## config.mk

```make
export PLATFORM = sky130hd
export DESIGN_NAME = io_register_bus_bridge
export DESIGN_NICKNAME = d
export VERILOG_FILES = /design/src/logic/io_bridge_pkg.sv /design/src/logic/periph_ctl_if.sv /design/src/logic/periph_cycle_engine.sv /design/src/logic/io_register_bus_bridge.sv
export SDC_FILE = /design/constraint.sdc
export NUM_CORES = 2
export LEC_CHECK = 0
export ABC_CLOCK_PERIOD_IN_PS = 10600
export BUFFER_PORTS_ARGS = -buffer_cell sky130_fd_sc_hd__buf_2
export CAP_MARGIN = 30
export CORE_AREA = 5 5 649 394
export DETAILED_ROUTE_END_ITERATION = 12
export DIE_AREA = 0 0 654 399
export GPL_ROUTABILITY_DRIVEN = 0
export HOLD_SLACK_MARGIN = 0.05
export PLACE_DENSITY = 0.59
export REMOVE_ABC_BUFFERS = 1
export SYNTH_ARGS = -nofsm -noshare
export SYNTH_HDL_FRONTEND = slang
export SYNTH_SLANG_ARGS = --single-unit
```

## constraint.sdc

```tcl
create_clock -name mclk_i -period 10.6 [get_ports mclk_i]
set_input_delay 0.53 -clock mclk_i [delete_from_list [all_inputs] [get_ports mclk_i]]
set_output_delay 0.53 -clock mclk_i [all_outputs]
set_load 0.05 [all_outputs]
```

## src/logic/io_bridge_pkg.sv

```systemverilog
package io_bridge_pkg;
  localparam int SYS_DATA_W    = 36;
  localparam int PERIPH_DATA_W = 16;
  localparam int PERIPH_ADDR_W = 18;
  localparam int CTRL_NUM_W    = 4;
  // command/address field positions on the system data lines
  localparam int CMD_IO_BIT    = 0;
  localparam int CMD_READ_BIT  = 1;
  localparam int CMD_WRITE_BIT = 2;
  localparam int CMD_BYTE_BIT  = 6;
  localparam int CTRL_NUM_LSB  = 14;
  localparam int REG_ADDR_LSB  = 18;
  // internal register space: addresses at or above this base belong to the bridge
  localparam logic [17:0] INT_REG_BASE = 18'h3E000;
  localparam logic [17:0] STATUS_ADDR  = 18'h3E010;
  localparam logic [17:0] MAINT_ADDR   = 18'h3E011;
  localparam int MAP_ADDR_W = 6;
  localparam int STAGE_LOC  = 2;
  // peripheral control line encodings
  localparam logic [1:0] CYC_DATI  = 2'h0;
  localparam logic [1:0] CYC_DATO  = 2'h2;
  localparam logic [1:0] CYC_DATOB = 2'h3;
  localparam int CLK_PERIOD_PS  = 25000;
  localparam int MSYNC_DELAY_PS = 175000;
  localparam int MSYNC_DELAY_CYC = (MSYNC_DELAY_PS + CLK_PERIOD_PS - 1) / CLK_PERIOD_PS;
  localparam logic [SYS_DATA_W-1:0] STATUS_RST = 36'h000000000;
  localparam logic [SYS_DATA_W-1:0] MAINT_RST  = 36'h000000000;
endpackage

```

## src/logic/periph_ctl_if.sv

```systemverilog
`timescale 1ns/1ps
interface periph_ctl_if;
  logic                                       start;
  logic                                       write;
  logic                                       byte_op;
  logic [io_bridge_pkg::PERIPH_ADDR_W-1:0]    addr;
  logic [io_bridge_pkg::PERIPH_DATA_W-1:0]    wdata;
  logic                                       end_pulse;
  logic [io_bridge_pkg::PERIPH_DATA_W-1:0]    rdata;
  logic                                       busy;
  logic [io_bridge_pkg::PERIPH_DATA_W-1:0]    pdata;
  modport ctl (output start, output write, output byte_op, output addr, output wdata,
               output pdata, input end_pulse, input rdata, input busy);
  modport eng (input start, input write, input byte_op, input addr, input wdata,
               input pdata, output end_pulse, output rdata, output busy);
endinterface

```

## src/logic/periph_cycle_engine.sv

```systemverilog
`timescale 1ns/1ps
module periph_cycle_engine (
  input  wire logic  mclk_i,
  input  wire logic  rst_n_i,
  periph_ctl_if.eng  ctl,
  input  wire logic  arb_enable_i,
  input  wire logic  npr_req_s_i,
  input  wire logic  bbsy_s_i,
  input  wire logic  ssync_s_i,
  output logic       bbsy_o,
  output logic       msync_o,
  output logic [1:0] c_o,
  output logic       addr_oe_o,
  output logic       data_oe_o
);
  typedef enum logic [2:0] {E_IDLE, E_WAIT, E_SETUP, E_MSYNC, E_END} eng_state_e;
  eng_state_e state_q, state_d;
  logic [7:0] cnt_q, cnt_d;
  logic [io_bridge_pkg::PERIPH_DATA_W-1:0] rd_q, rd_d;
  logic bbsy_d, msync_d, aoe_d, doe_d, end_q, end_d;
  logic [1:0] c_d;

  always_comb begin
    state_d = state_q;
    cnt_d   = cnt_q;
    rd_d    = rd_q;
    bbsy_d  = bbsy_o;
    msync_d = msync_o;
    aoe_d   = addr_oe_o;
    doe_d   = data_oe_o;
    c_d     = c_o;
    end_d   = 1'b0;
    unique case (state_q)
      E_IDLE: if (ctl.start) state_d = E_WAIT;
      E_WAIT: begin
        if (arb_enable_i && !npr_req_s_i && !bbsy_s_i && !ssync_s_i) begin
          state_d = E_SETUP;
          bbsy_d  = 1'b1;
          aoe_d   = 1'b1;
          doe_d   = ctl.write;
          c_d     = !ctl.write ? io_bridge_pkg::CYC_DATI :
                    (ctl.byte_op ? io_bridge_pkg::CYC_DATOB : io_bridge_pkg::CYC_DATO);
          cnt_d   = 8'(io_bridge_pkg::MSYNC_DELAY_CYC);
        end
      end
      E_SETUP: begin
        cnt_d = cnt_q - 8'h01;
        if (cnt_q == 8'h01) begin
          state_d = E_MSYNC;
          msync_d = 1'b1;
        end
      end
      E_MSYNC: if (ssync_s_i) begin
        rd_d    = ctl.pdata;
        state_d = E_END;
        msync_d = 1'b0;
        end_d   = 1'b1;
      end
      E_END: begin
        state_d = E_IDLE;
        bbsy_d  = 1'b0;
        aoe_d   = 1'b0;
        doe_d   = 1'b0;
        c_d     = io_bridge_pkg::CYC_DATI;
      end
      default: state_d = E_IDLE;
    endcase
  end

  always_ff @(posedge mclk_i) begin
    if (!rst_n_i) begin
      state_q   <= E_IDLE;
      cnt_q     <= 8'h00;
      rd_q      <= 16'h0000;
      bbsy_o    <= 1'b0;
      msync_o   <= 1'b0;
      addr_oe_o <= 1'b0;
      data_oe_o <= 1'b0;
      c_o       <= 2'h0;
      end_q     <= 1'b0;
    end else begin
      state_q   <= state_d;
      cnt_q     <= cnt_d;
      rd_q      <= rd_d;
      bbsy_o    <= bbsy_d;
      msync_o   <= msync_d;
      addr_oe_o <= aoe_d;
      data_oe_o <= doe_d;
      c_o       <= c_d;
      end_q     <= end_d;
    end
  end

  assign ctl.end_pulse = end_q;
  assign ctl.rdata     = rd_q;
  assign ctl.busy      = (state_q != E_IDLE);
endmodule

```

## src/logic/io_register_bus_bridge.sv

```systemverilog
`timescale 1ns/1ps
// Overview of operation
// master opens with command/address: io bit, read/write, byte, controller, address
// bridge raises io busy when addressed and holds it until access completes
// master follows a write command with its data cycle, no new request
// reads are answered later by the bridge requesting the system bus
// internal write data loads status/maintenance register or paging map entry
// io busy drops once the internal write is strobed
// internal read: request bus, select path, return data next clock, drop busy
// external write data is staged in location 2
// peripheral mastership needs arbiter enabled, no npr, no bbsy or ssync
// on mastership drive bbsy and address; write adds c1 and data; byte c0
// c lines encode dati 00, dato 10, datob 11
// msync rises 175 ns after address, bbsy, data and controls
// device latches or drives data on msync, then raises ssync
// on ssync capture data into location 2, drop msync, end cycle
// device drops ssync and read data after msync falls
// next clock: done, arbiter re-enabled, bbsy, address, data released
// writes drop io busy on completion; reads keep it until data returned
// after dati request bus, return staged data next clock, clear busy
module io_register_bus_bridge #(
  parameter logic [io_bridge_pkg::CTRL_NUM_W-1:0] CTRL_NUM = 4'h1
) (
  input  wire logic                                    mclk_i,
  input  wire logic                                    rst_n_i,
  input  wire logic                                    command_address_phase_i,
  input  wire logic                                    data_cycle_i,
  input  wire logic [io_bridge_pkg::SYS_DATA_W-1:0]    sys_data_i,
  input  wire logic                                    bus_grant_i,
  output logic                                         bus_request_o,
  output logic                                         io_busy_o,
  output logic                                         io_data_cycle_o,
  output logic [io_bridge_pkg::SYS_DATA_W-1:0]         sys_data_o,
  output logic                                         sys_data_oe_o,
  output logic [io_bridge_pkg::SYS_DATA_W-1:0]         status_reg_o,
  output logic [io_bridge_pkg::SYS_DATA_W-1:0]         maint_reg_o,
  input  wire logic                                    arb_enable_i,
  input  wire logic                                    npr_req_i,
  input  wire logic                                    bbsy_i,
  input  wire logic                                    ssync_i,
  input  wire logic [io_bridge_pkg::PERIPH_DATA_W-1:0] pdata_i,
  output logic                                         bbsy_o,
  output logic                                         msync_o,
  output logic [1:0]                                   c_o,
  output logic [io_bridge_pkg::PERIPH_ADDR_W-1:0]      paddr_o,
  output logic                                         paddr_oe_o,
  output logic [io_bridge_pkg::PERIPH_DATA_W-1:0]      pdata_o,
  output logic                                         pdata_oe_o
);
  // the engine counts the msync delay in an 8-bit counter
  if (io_bridge_pkg::MSYNC_DELAY_CYC < 1 ||
      io_bridge_pkg::MSYNC_DELAY_CYC > 255) begin : g_bad_delay
    $error("msync delay does not fit the counter");
  end

  typedef enum logic [2:0] {S_IDLE, S_WR_DATA, S_RD_INT, S_EXT, S_RD_EXT, S_RETURN} br_state_e;
  localparam int MAPN = 1 << io_bridge_pkg::MAP_ADDR_W;

  br_state_e state_q, state_d;
  logic [17:0] addr_q, addr_d;
  logic write_q, write_d, byte_q, byte_d;
  logic [io_bridge_pkg::PERIPH_DATA_W-1:0] stage_q [4];
  logic [io_bridge_pkg::SYS_DATA_W-1:0] map_q [MAPN];
  logic [io_bridge_pkg::SYS_DATA_W-1:0] ret_q, ret_d, status_d, maint_d;
  logic req_d, busy_d, dcyc_d, doe_d, start_q, start_d;
  logic stage_we, paging_map_write_pulse, internal_register_write_strobe;
  logic [io_bridge_pkg::PERIPH_DATA_W-1:0] stage_wd;
  logic [1:0] npr_sync_q, bbsy_sync_q, ssync_sync_q;
  logic [io_bridge_pkg::PERIPH_DATA_W-1:0] pd1_q, pd2_q;
  logic peripheral_cycle_end, peripheral_cycle_done_q;
  logic is_int, is_me, is_status;

  periph_ctl_if pif ();
  assign pif.start   = start_q;
  assign pif.write   = write_q;
  assign pif.byte_op = byte_q;
  assign pif.addr    = addr_q;
  assign pif.wdata   = stage_q[io_bridge_pkg::STAGE_LOC];
  assign pif.pdata   = pd2_q;
  assign peripheral_cycle_end = pif.end_pulse;

  periph_cycle_engine u_engine (
    .mclk_i       (mclk_i),
    .rst_n_i      (rst_n_i),
    .ctl          (pif.eng),
    .arb_enable_i (arb_enable_i),
    .npr_req_s_i  (npr_sync_q[1]),
    .bbsy_s_i     (bbsy_sync_q[1]),
    .ssync_s_i    (ssync_sync_q[1]),
    .bbsy_o       (bbsy_o),
    .msync_o      (msync_o),
    .c_o          (c_o),
    .addr_oe_o    (paddr_oe_o),
    .data_oe_o    (pdata_oe_o)
  );

  always_comb begin
    is_me     = command_address_phase_i && sys_data_i[io_bridge_pkg::CMD_IO_BIT]
                && sys_data_i[io_bridge_pkg::CTRL_NUM_LSB +: io_bridge_pkg::CTRL_NUM_W]
                   == CTRL_NUM;
    is_int    = addr_q >= io_bridge_pkg::INT_REG_BASE;
    is_status = addr_q == io_bridge_pkg::STATUS_ADDR;
    state_d   = state_q;
    addr_d    = addr_q;
    write_d   = write_q;
    byte_d    = byte_q;
    ret_d     = ret_q;
    status_d  = status_reg_o;
    maint_d   = maint_reg_o;
    req_d     = 1'b0;
    busy_d    = io_busy_o;
    dcyc_d    = 1'b0;
    doe_d     = 1'b0;
    start_d   = 1'b0;
    stage_we  = 1'b0;
    stage_wd  = pif.rdata;
    internal_register_write_strobe = 1'b0;
    paging_map_write_pulse         = 1'b0;
    unique case (state_q)
      S_IDLE: if (is_me) begin
        addr_d  = sys_data_i[io_bridge_pkg::REG_ADDR_LSB +: 18];
        write_d = sys_data_i[io_bridge_pkg::CMD_WRITE_BIT];
        byte_d  = sys_data_i[io_bridge_pkg::CMD_BYTE_BIT];
        busy_d  = 1'b1;
        state_d = sys_data_i[io_bridge_pkg::CMD_WRITE_BIT] ? S_WR_DATA : S_RD_INT;
      end
      S_WR_DATA: if (data_cycle_i) begin
        if (is_int) begin
          internal_register_write_strobe = 1'b1;
          paging_map_write_pulse = !is_status && addr_q != io_bridge_pkg::MAINT_ADDR;
          if (is_status) status_d = sys_data_i;
          if (addr_q == io_bridge_pkg::MAINT_ADDR) maint_d = sys_data_i;
          busy_d  = 1'b0;
          state_d = S_IDLE;
        end else begin
          stage_we = 1'b1;
          stage_wd = sys_data_i[io_bridge_pkg::PERIPH_DATA_W-1:0];
          start_d  = 1'b1;
          state_d  = S_EXT;
        end
      end
      S_RD_INT: begin
        if (is_int) begin
          ret_d   = is_status ? status_reg_o :
                    (addr_q == io_bridge_pkg::MAINT_ADDR ? maint_reg_o
                     : map_q[addr_q[io_bridge_pkg::MAP_ADDR_W-1:0]]);
          state_d = S_RETURN;
        end else begin
          start_d = 1'b1;
          state_d = S_EXT;
        end
      end
      S_EXT: if (peripheral_cycle_end) begin
        stage_we = 1'b1;
        state_d  = S_RD_EXT;
      end
      // wait until the engine has let go of the peripheral bus
      S_RD_EXT: if (peripheral_cycle_done_q && !pif.busy) begin
        if (write_q) begin
          busy_d  = 1'b0;
          state_d = S_IDLE;
        end else begin
          ret_d   = {{(io_bridge_pkg::SYS_DATA_W-io_bridge_pkg::PERIPH_DATA_W){1'b0}},
                     stage_q[io_bridge_pkg::STAGE_LOC]};
          state_d = S_RETURN;
        end
      end
      S_RETURN: begin
        req_d = !bus_grant_i;
        if (bus_grant_i) begin
          dcyc_d  = 1'b1;
          doe_d   = 1'b1;
          busy_d  = 1'b0;
          state_d = S_IDLE;
        end
      end
      default: state_d = S_IDLE;
    endcase
  end

  always_ff @(posedge mclk_i) begin
    if (!rst_n_i) begin
      state_q       <= S_IDLE;
      addr_q        <= 18'h00000;
      write_q       <= 1'b0;
      byte_q        <= 1'b0;
      ret_q         <= 36'h000000000;
      status_reg_o  <= io_bridge_pkg::STATUS_RST;
      maint_reg_o   <= io_bridge_pkg::MAINT_RST;
      bus_request_o <= 1'b0;
      io_busy_o     <= 1'b0;
      io_data_cycle_o <= 1'b0;
      sys_data_oe_o <= 1'b0;
      sys_data_o    <= 36'h000000000;
      start_q       <= 1'b0;
      paddr_o       <= 18'h00000;
      pdata_o       <= 16'h0000;
      npr_sync_q    <= 2'h0;
      bbsy_sync_q   <= 2'h0;
      ssync_sync_q  <= 2'h0;
      pd1_q         <= 16'h0000;
      pd2_q         <= 16'h0000;
      peripheral_cycle_done_q <= 1'b0;
    end else begin
      state_q       <= state_d;
      addr_q        <= addr_d;
      write_q       <= write_d;
      byte_q        <= byte_d;
      ret_q         <= ret_d;
      status_reg_o  <= status_d;
      maint_reg_o   <= maint_d;
      bus_request_o <= req_d;
      io_busy_o     <= busy_d;
      io_data_cycle_o <= dcyc_d;
      sys_data_oe_o <= doe_d;
      sys_data_o    <= dcyc_d ? ret_q : 36'h000000000;
      start_q       <= start_d;
      paddr_o       <= addr_q;
      pdata_o       <= stage_q[io_bridge_pkg::STAGE_LOC];
      npr_sync_q    <= {npr_sync_q[0], npr_req_i};
      bbsy_sync_q   <= {bbsy_sync_q[0], bbsy_i};
      ssync_sync_q  <= {ssync_sync_q[0], ssync_i};
      pd1_q         <= pdata_i;
      pd2_q         <= pd1_q;
      peripheral_cycle_done_q <= peripheral_cycle_end;
    end
  end

  always_ff @(posedge mclk_i) begin
    if (stage_we) stage_q[io_bridge_pkg::STAGE_LOC] <= stage_wd;
    if (paging_map_write_pulse) map_q[addr_q[io_bridge_pkg::MAP_ADDR_W-1:0]] <= sys_data_i;
  end
endmodule

```

== Yosys cells after proc, flatten, opt, wreduce, memory -nomap -nowiden ==
Memories as Yosys holds them, arrays and structs flattened. A register that Yosys moved wholly into a read port is not among the register bits.
Index checks and enable logic that the tools add are counted.
Widths: inputs -> output; s select.
Storage, ports and cells
  register bits: 277
  bits in latches: 0
  RAM bits: 2368
  bits in read-only memories: 0
  output and inout bits: 152
  memories kept: 2
Memory list
  map_q: depth 64, bits a word 36, rd ports 1, clocked after Yosys merged registers in 1, wr ports 1, line io_register_bus_bridge.sv:63  | logic [io_bridge_pkg::SYS_DATA_W-1:0] map_q [MAPN];
  stage_q: depth 4, bits a word 16, rd ports 1, clocked after Yosys merged registers in 0, wr ports 1, line io_register_bus_bridge.sv:62  | logic [io_bridge_pkg::PERIPH_DATA_W-1:0] stage_q [4];
Operators by class
  add/sub/neg operators: 1
  $mul: 0
  div/mod/pow operators: 0
  magnitude comparators: 1
  equal/unequal tests: 27
  shifts and indexed selects: 0
  multiplexer cells: 61
  bitwise gates (word level): 0
  reductions and logical operators: 35
Operators with widths (number)
  $mux 36: 5
  $pmux 36 s2: 1
  $mux 16: 3
  $eq 18x18->1 const B: 2
  $mux 3: 11
  $mux 1: 24
  $ne 2x2->1 const B: 10
  $ge 18x18->1 const B: 1
  $ne 18x18->1 const B: 1
  $pmux 3 s6: 1
  $pmux 8 s2: 1
  $reduce_and 4->1: 4
  $reduce_and 2->1: 7
  $eq 3x2->1 const B: 4
  $mux 6: 2
  $pmux 3 s4: 1
  $pmux 1 s2: 5
  $eq 3x3->1 const B: 3
  $eq 8x1->1 const B: 1
  $mux 2: 4
  $mux 8: 1
  $reduce_bool 2->1: 4
  $sub 8x1->8 const B: 1
  $logic_and 1x1->1: 7
  other kinds (12): 21

== Longest topological paths before layout ==
  depth after elaboration: 8
  mapped depth: 12
  gate-level depth less buffers: 6

== Hierarchy ==
From an unflattened synthesis, not the netlist that was laid out.
Unflattened totals
  cells, all modules: 5023
  area total of the unflattened synthesis: 99041.2 µm²
By module, submodules not included
  io_register_bus_bridge: instances 1, cells each 4861, area each 97700.0 µm², seq. area each 74671.6 µm²
  periph_cycle_engine: instances 1, cells each 162, area each 1341.3 µm², seq. area each 640.6 µm²

== Least setup slack after synthesis ==
OpenSTA, ideal clock, no wires.
  path type: input-to-reg
  from: input data_cycle_i
  to: memory map_q[30][0] in the netlist's numbering, enable pin
  library setup time: 0.429 ns
  arrival: 3.199 ns
  required time: 10.171 ns
  path slack: 6.972 ns
  stages on the path: 6
  buffers on the path: 0
  cells stage by stage: nor4bb_1 nand3_1 a21oi_1 nor2b_1 nand3_1 nor2_1
On the way
  word-level cells in the longest chain between the ends: 4
Ends and longest elaborated chain
  start, declared: line io_register_bus_bridge.sv:27  | input wire logic data_cycle_i,
  $mux 1: line io_register_bus_bridge.sv:127  | S_WR_DATA: if (data_cycle_i) begin
  $mux 1: line io_register_bus_bridge.sv:119  | unique case (state_q)
  $mux 1: line io_register_bus_bridge.sv:231  | if (paging_map_write_pulse) map_q[addr_q[io_bridge_pkg::MAP_ADDR_W-1:0]] <= sys_data_i;
  $mux 1 (not written as such): line io_register_bus_bridge.sv:231
  end, declared: line io_register_bus_bridge.sv:63
No other way between the ends.

==> results.yml <==
timing:
  fin_crit_sh: 0.473
  slew_viol_final: 0
  setup_total_negative_slack_ps: 0
  layout_min_cycle_time_ps: 5020
  report.final.hold_viol_count: 0
  skew_ps: 65.7
  timing.max_slew.rel_slack: 0.208
  worst-slew-pin-transition_ps: 1190
  fmax_mhz: 199
  setup_viol: 0
  grt_setup_unrepaired: "false"
layout:
  area_growth_pct: 13.7
  layout.filler_cells: 20800
  finish.net_count: 5380
  layout_cell_share_with_drive_strength_beyond_1: 0.253
  layout.core_utilization: 0.453
  finalNonFillerCells: 8829
clock_tree:
  clk_pin_slew_worst_paths_ps: 70
  ctsHtreeMaxLevel: 4
  cts_made_buffers: 232
  tritoncts_sinks: 2602
  clock_latency_ps: 890
  post_cts_resize_count: 0
  cts_tree: "built"
  cts_setup_buffers: 0
  buffer_depth_of_the_longest_clock_path: 4
  cts-hold-fix-buffers: 25
  cts.root.buffer_cell: "sky130_fd_sc_hd__clkbuf_16"
floorplan:
  num_io_pins: 213
  dieWidth_um: 654
  initial_core_util: 0.398
  placeableCoreArea_um2: 249000
  die_outline_area_um2: 261000
  die-height_um: 399
  core.rowCount: 142
worst_setup_path:
  setup.reg_to_reg.worst_slack_ps: 5580
  worstSetupEndpointType: "flip-flop"
  criticalPathCategory: "flip-flop to flip-flop"
  crit_arrival_ps: 5800
  required_time_of_the_worst_setup_path_ps: 11380
  r2r_cells: 8
  cp-start-kind: "flip-flop"
  path_max_fanout: 95
  r2r_end: "ret_q[21]$_SDFFE_PN0P_"
global_route:
  first_global_vias: 50300
  antenna_found_initial: 25
  global_router_s_overall_resource_usage: 0.229
  grt_start_max_net_pins: 116
  grt_pass1_wl_um: 417000
  globalRoute.totalOverflow: 0
outcome:
  outcome: "finished clean"
synth:
  syn-cell-area_um2: 98900
  yosys_register_bits: 2602
  synth_enable_flop_cells: 2320
  yosys_warnings: 0
  synth.largest_area_cell: "sky130_fd_sc_hd__edfxtp_1"
  async_flop_share: 0
  synth-main-ff-cell: "sky130_fd_sc_hd__edfxtp_1"
  synth_area_per_cell_um2: 19.9
  synthTopCellsByArea: "sky130_fd_sc_hd__edfxtp_1 (70%), sky130_fd_sc_hd__mux4_2 (12%), sky130_fd_sc_hd__dfxtp_1 (5.7%)"
  yosysMostFrequentCell: "sky130_fd_sc_hd__edfxtp_1"
  syn_inst: 4961
  seq_area_frac_synth: 0.761
  most_frequent_cells_after_synthesis: "sky130_fd_sc_hd__edfxtp_1 (2320), sky130_fd_sc_hd__mux4_2 (526), sky130_fd_sc_hd__mux2i_1 (311), sky130_fd_sc_hd__dfxtp_1 (282), sky130_fd_sc_hd__nand2_1 (243)"
  netlist.area_leader.share: 0.704
  yosys.cell_types.count: 76
worst_hold_path:
  min_path_type: "input port to flip-flop"
  min_to: "map_q[35][15]$_DFFE_PP_"
  hold_path_startpoint: "sys_data_i[15]"
  worstHoldPathCells: 1
pwr:
  leakagePower_nw: 34.4
  irDropWorstVdd_v: 0.000139
  fin_total_pwr_mw: 20.3
  cellPowerDensity_nw_per_um2: 180
placed_design:
  dp_hpwl_um: 180000
  placed_cell_count: 8368
  io_buffers: 212
route:
  routed_wirelength_um: 305000
  detail_route.first_pass.iterations: 6
  via_count: 53000
  drc: 0
  detail-route-antenna-nets: 0
  first_iter_violations: 8462
  detail_route.wl_per_cell_um: 34.6
  avgViaCountPerCell: 6.00
job:
  drv.max_cap_violation_count: 0
[layout make-up]
type                       count  area, um^2  share of cell area
timing repair buffer         416        2940              0.0261
antenna                        9        22.5            0.000200
multi-input combinational   2051       22500               0.200
tap                         3312        4140              0.0368
clock inverter               110        1010             0.00900
sequential                  2602       75300               0.670
clock buffer                 315        6520              0.0580
inverter                      14        55.1            0.000489
[worst max-delay path by stage]
stage                    from                endpoint  slack, ps
floorplan           flip-flop  ret_q[13]$_SDFFE_PN0P_     -16140
global route        flip-flop  ret_q[21]$_SDFFE_PN0P_       5580
global placement    flip-flop  ret_q[21]$_SDFFE_PN0P_       5670
finish              flip-flop  ret_q[21]$_SDFFE_PN0P_       5580
CTS                 flip-flop  ret_q[21]$_SDFFE_PN0P_       5690
detailed placement  flip-flop  ret_q[21]$_SDFFE_PN0P_       5690
[critical path, cell delays in order (launching register included)]
cell and delay, ps:
sky130_fd_sc_hd__dfxtp_4 840, sky130_fd_sc_hd__buf_4 690, sky130_fd_sc_hd__buf_12 520, sky130_fd_sc_hd__mux4_2 460, sky130_fd_sc_hd__a22oi_1 160, sky130_fd_sc_hd__o21ai_0 200
sky130_fd_sc_hd__a22oi_1 750, sky130_fd_sc_hd__nand4_1 680, sky130_fd_sc_hd__a22o_1 370
[metal layers]
layer,routed length [um],part of all wire,up-vias,track usage
li1,-,-,20900,-
met1,134000,0.44,28400,0.364
met2,127000,0.42,3192,0.314
met3,36400,0.12,412,0.0566
met4,7810,0.026,6,0.0541
met5,34,0.00011,-,0
[sequential cells by signal (all words and copies together), names as in the netlist, 16 cells and up, named ones only]
signal              flops
map_q                2304
maint_reg_o            36
ret_q                  36
status_reg_o           36
sys_data_o             36
addr_q                 18
paddr_o                18
pd1_q                  16
pd2_q                  16
pdata_o                16
stage_q                16
u_engine.ctl.rdata     16
[stage by stage]
step                setup WS [ps]  hold WS (ps)  instance area [um^2]
floorplan                  -16140           407                 97300
global placement             5670           418                104000
detailed placement           5690           420                105000
CTS                          5690          60.5                112000
global route                 5580          96.1                112000
finish                       5580           125                113000
[cell usage in the layout (no fill, tap or decap), types with 9 or more instances in the layout]
| cell | count |
|---|---|
| sky130_fd_sc_hd__mux4_2 | 526 |
| sky130_fd_sc_hd__o211ai_1 | 12 |
| sky130_fd_sc_hd__o21ai_0 | 27 |
| sky130_fd_sc_hd__edfxtp_1 | 2320 |
| sky130_fd_sc_hd__nor3_1 | 19 |
| sky130_fd_sc_hd__dlygate4sd3_1 | 25 |
| sky130_fd_sc_hd__or3_1 | 20 |
| sky130_fd_sc_hd__a211oi_1 | 18 |
| sky130_fd_sc_hd__a22o_1 | 17 |
| sky130_fd_sc_hd__nand3_1 | 52 |
| sky130_fd_sc_hd__mux2_2 | 25 |
| sky130_fd_sc_hd__diode_2 | 9 |
| sky130_fd_sc_hd__bufinv_16 | 17 |
| sky130_fd_sc_hd__nand4_1 | 22 |
| sky130_fd_sc_hd__clkbuf_16 | 242 |
| sky130_fd_sc_hd__buf_2 | 211 |
| sky130_fd_sc_hd__clkinv_1 | 34 |
| sky130_fd_sc_hd__a21oi_1 | 155 |
| sky130_fd_sc_hd__buf_4 | 159 |
| sky130_fd_sc_hd__o21ai_1 | 14 |
| sky130_fd_sc_hd__nor2b_1 | 25 |
| sky130_fd_sc_hd__dfxtp_1 | 276 |
| sky130_fd_sc_hd__a221oi_1 | 22 |
| sky130_fd_sc_hd__nor2_4 | 64 |
| sky130_fd_sc_hd__inv_1 | 12 |
| sky130_fd_sc_hd__clkbuf_8 | 19 |
| sky130_fd_sc_hd__mux2i_1 | 311 |
| sky130_fd_sc_hd__o22ai_1 | 43 |
| sky130_fd_sc_hd__clkinv_2 | 44 |
| sky130_fd_sc_hd__buf_12 | 10 |
| sky130_fd_sc_hd__clkbuf_1 | 54 |
| sky130_fd_sc_hd__a22oi_1 | 121 |
| sky130_fd_sc_hd__nand2_1 | 243 |
| sky130_fd_sc_hd__nor2_1 | 61 |
| sky130_fd_sc_hd__nand2b_1 | 12 |
| sky130_fd_sc_hd__a31oi_1 | 14 |
| sky130_fd_sc_hd__and2_1 | 110 |
[cell families (layout without fill, tap and decap cells)]
family                     after synthesis  count (layout)  share of synthesized area
xor gates and xnor gates                 1               1                  0.0000886
and+or+nand+nor                        695             695                     0.0347
DFF                                   2602            2602                      0.761
muxes                                  862             862                      0.154
adders and majority gates                2               2                   0.000253
buffers and inverters                  308             855                     0.0168
AOI/OAI and AO/OA                      491             491                     0.0328
other                                    0               9                          0
[power breakdown]
| part | leakage [nW] | switching, mW | internal, mW |
|---|---|---|---|
| registers | 23.1 | 0.0392 | 11.2 |
| clock network | 3.71 | 3.79 | 4.72 |
| logic | 7.52 | 0.389 | 0.148 |
| total | 34.4 | 4.22 | 16.0 |
(Power assumes the default switching activity.)
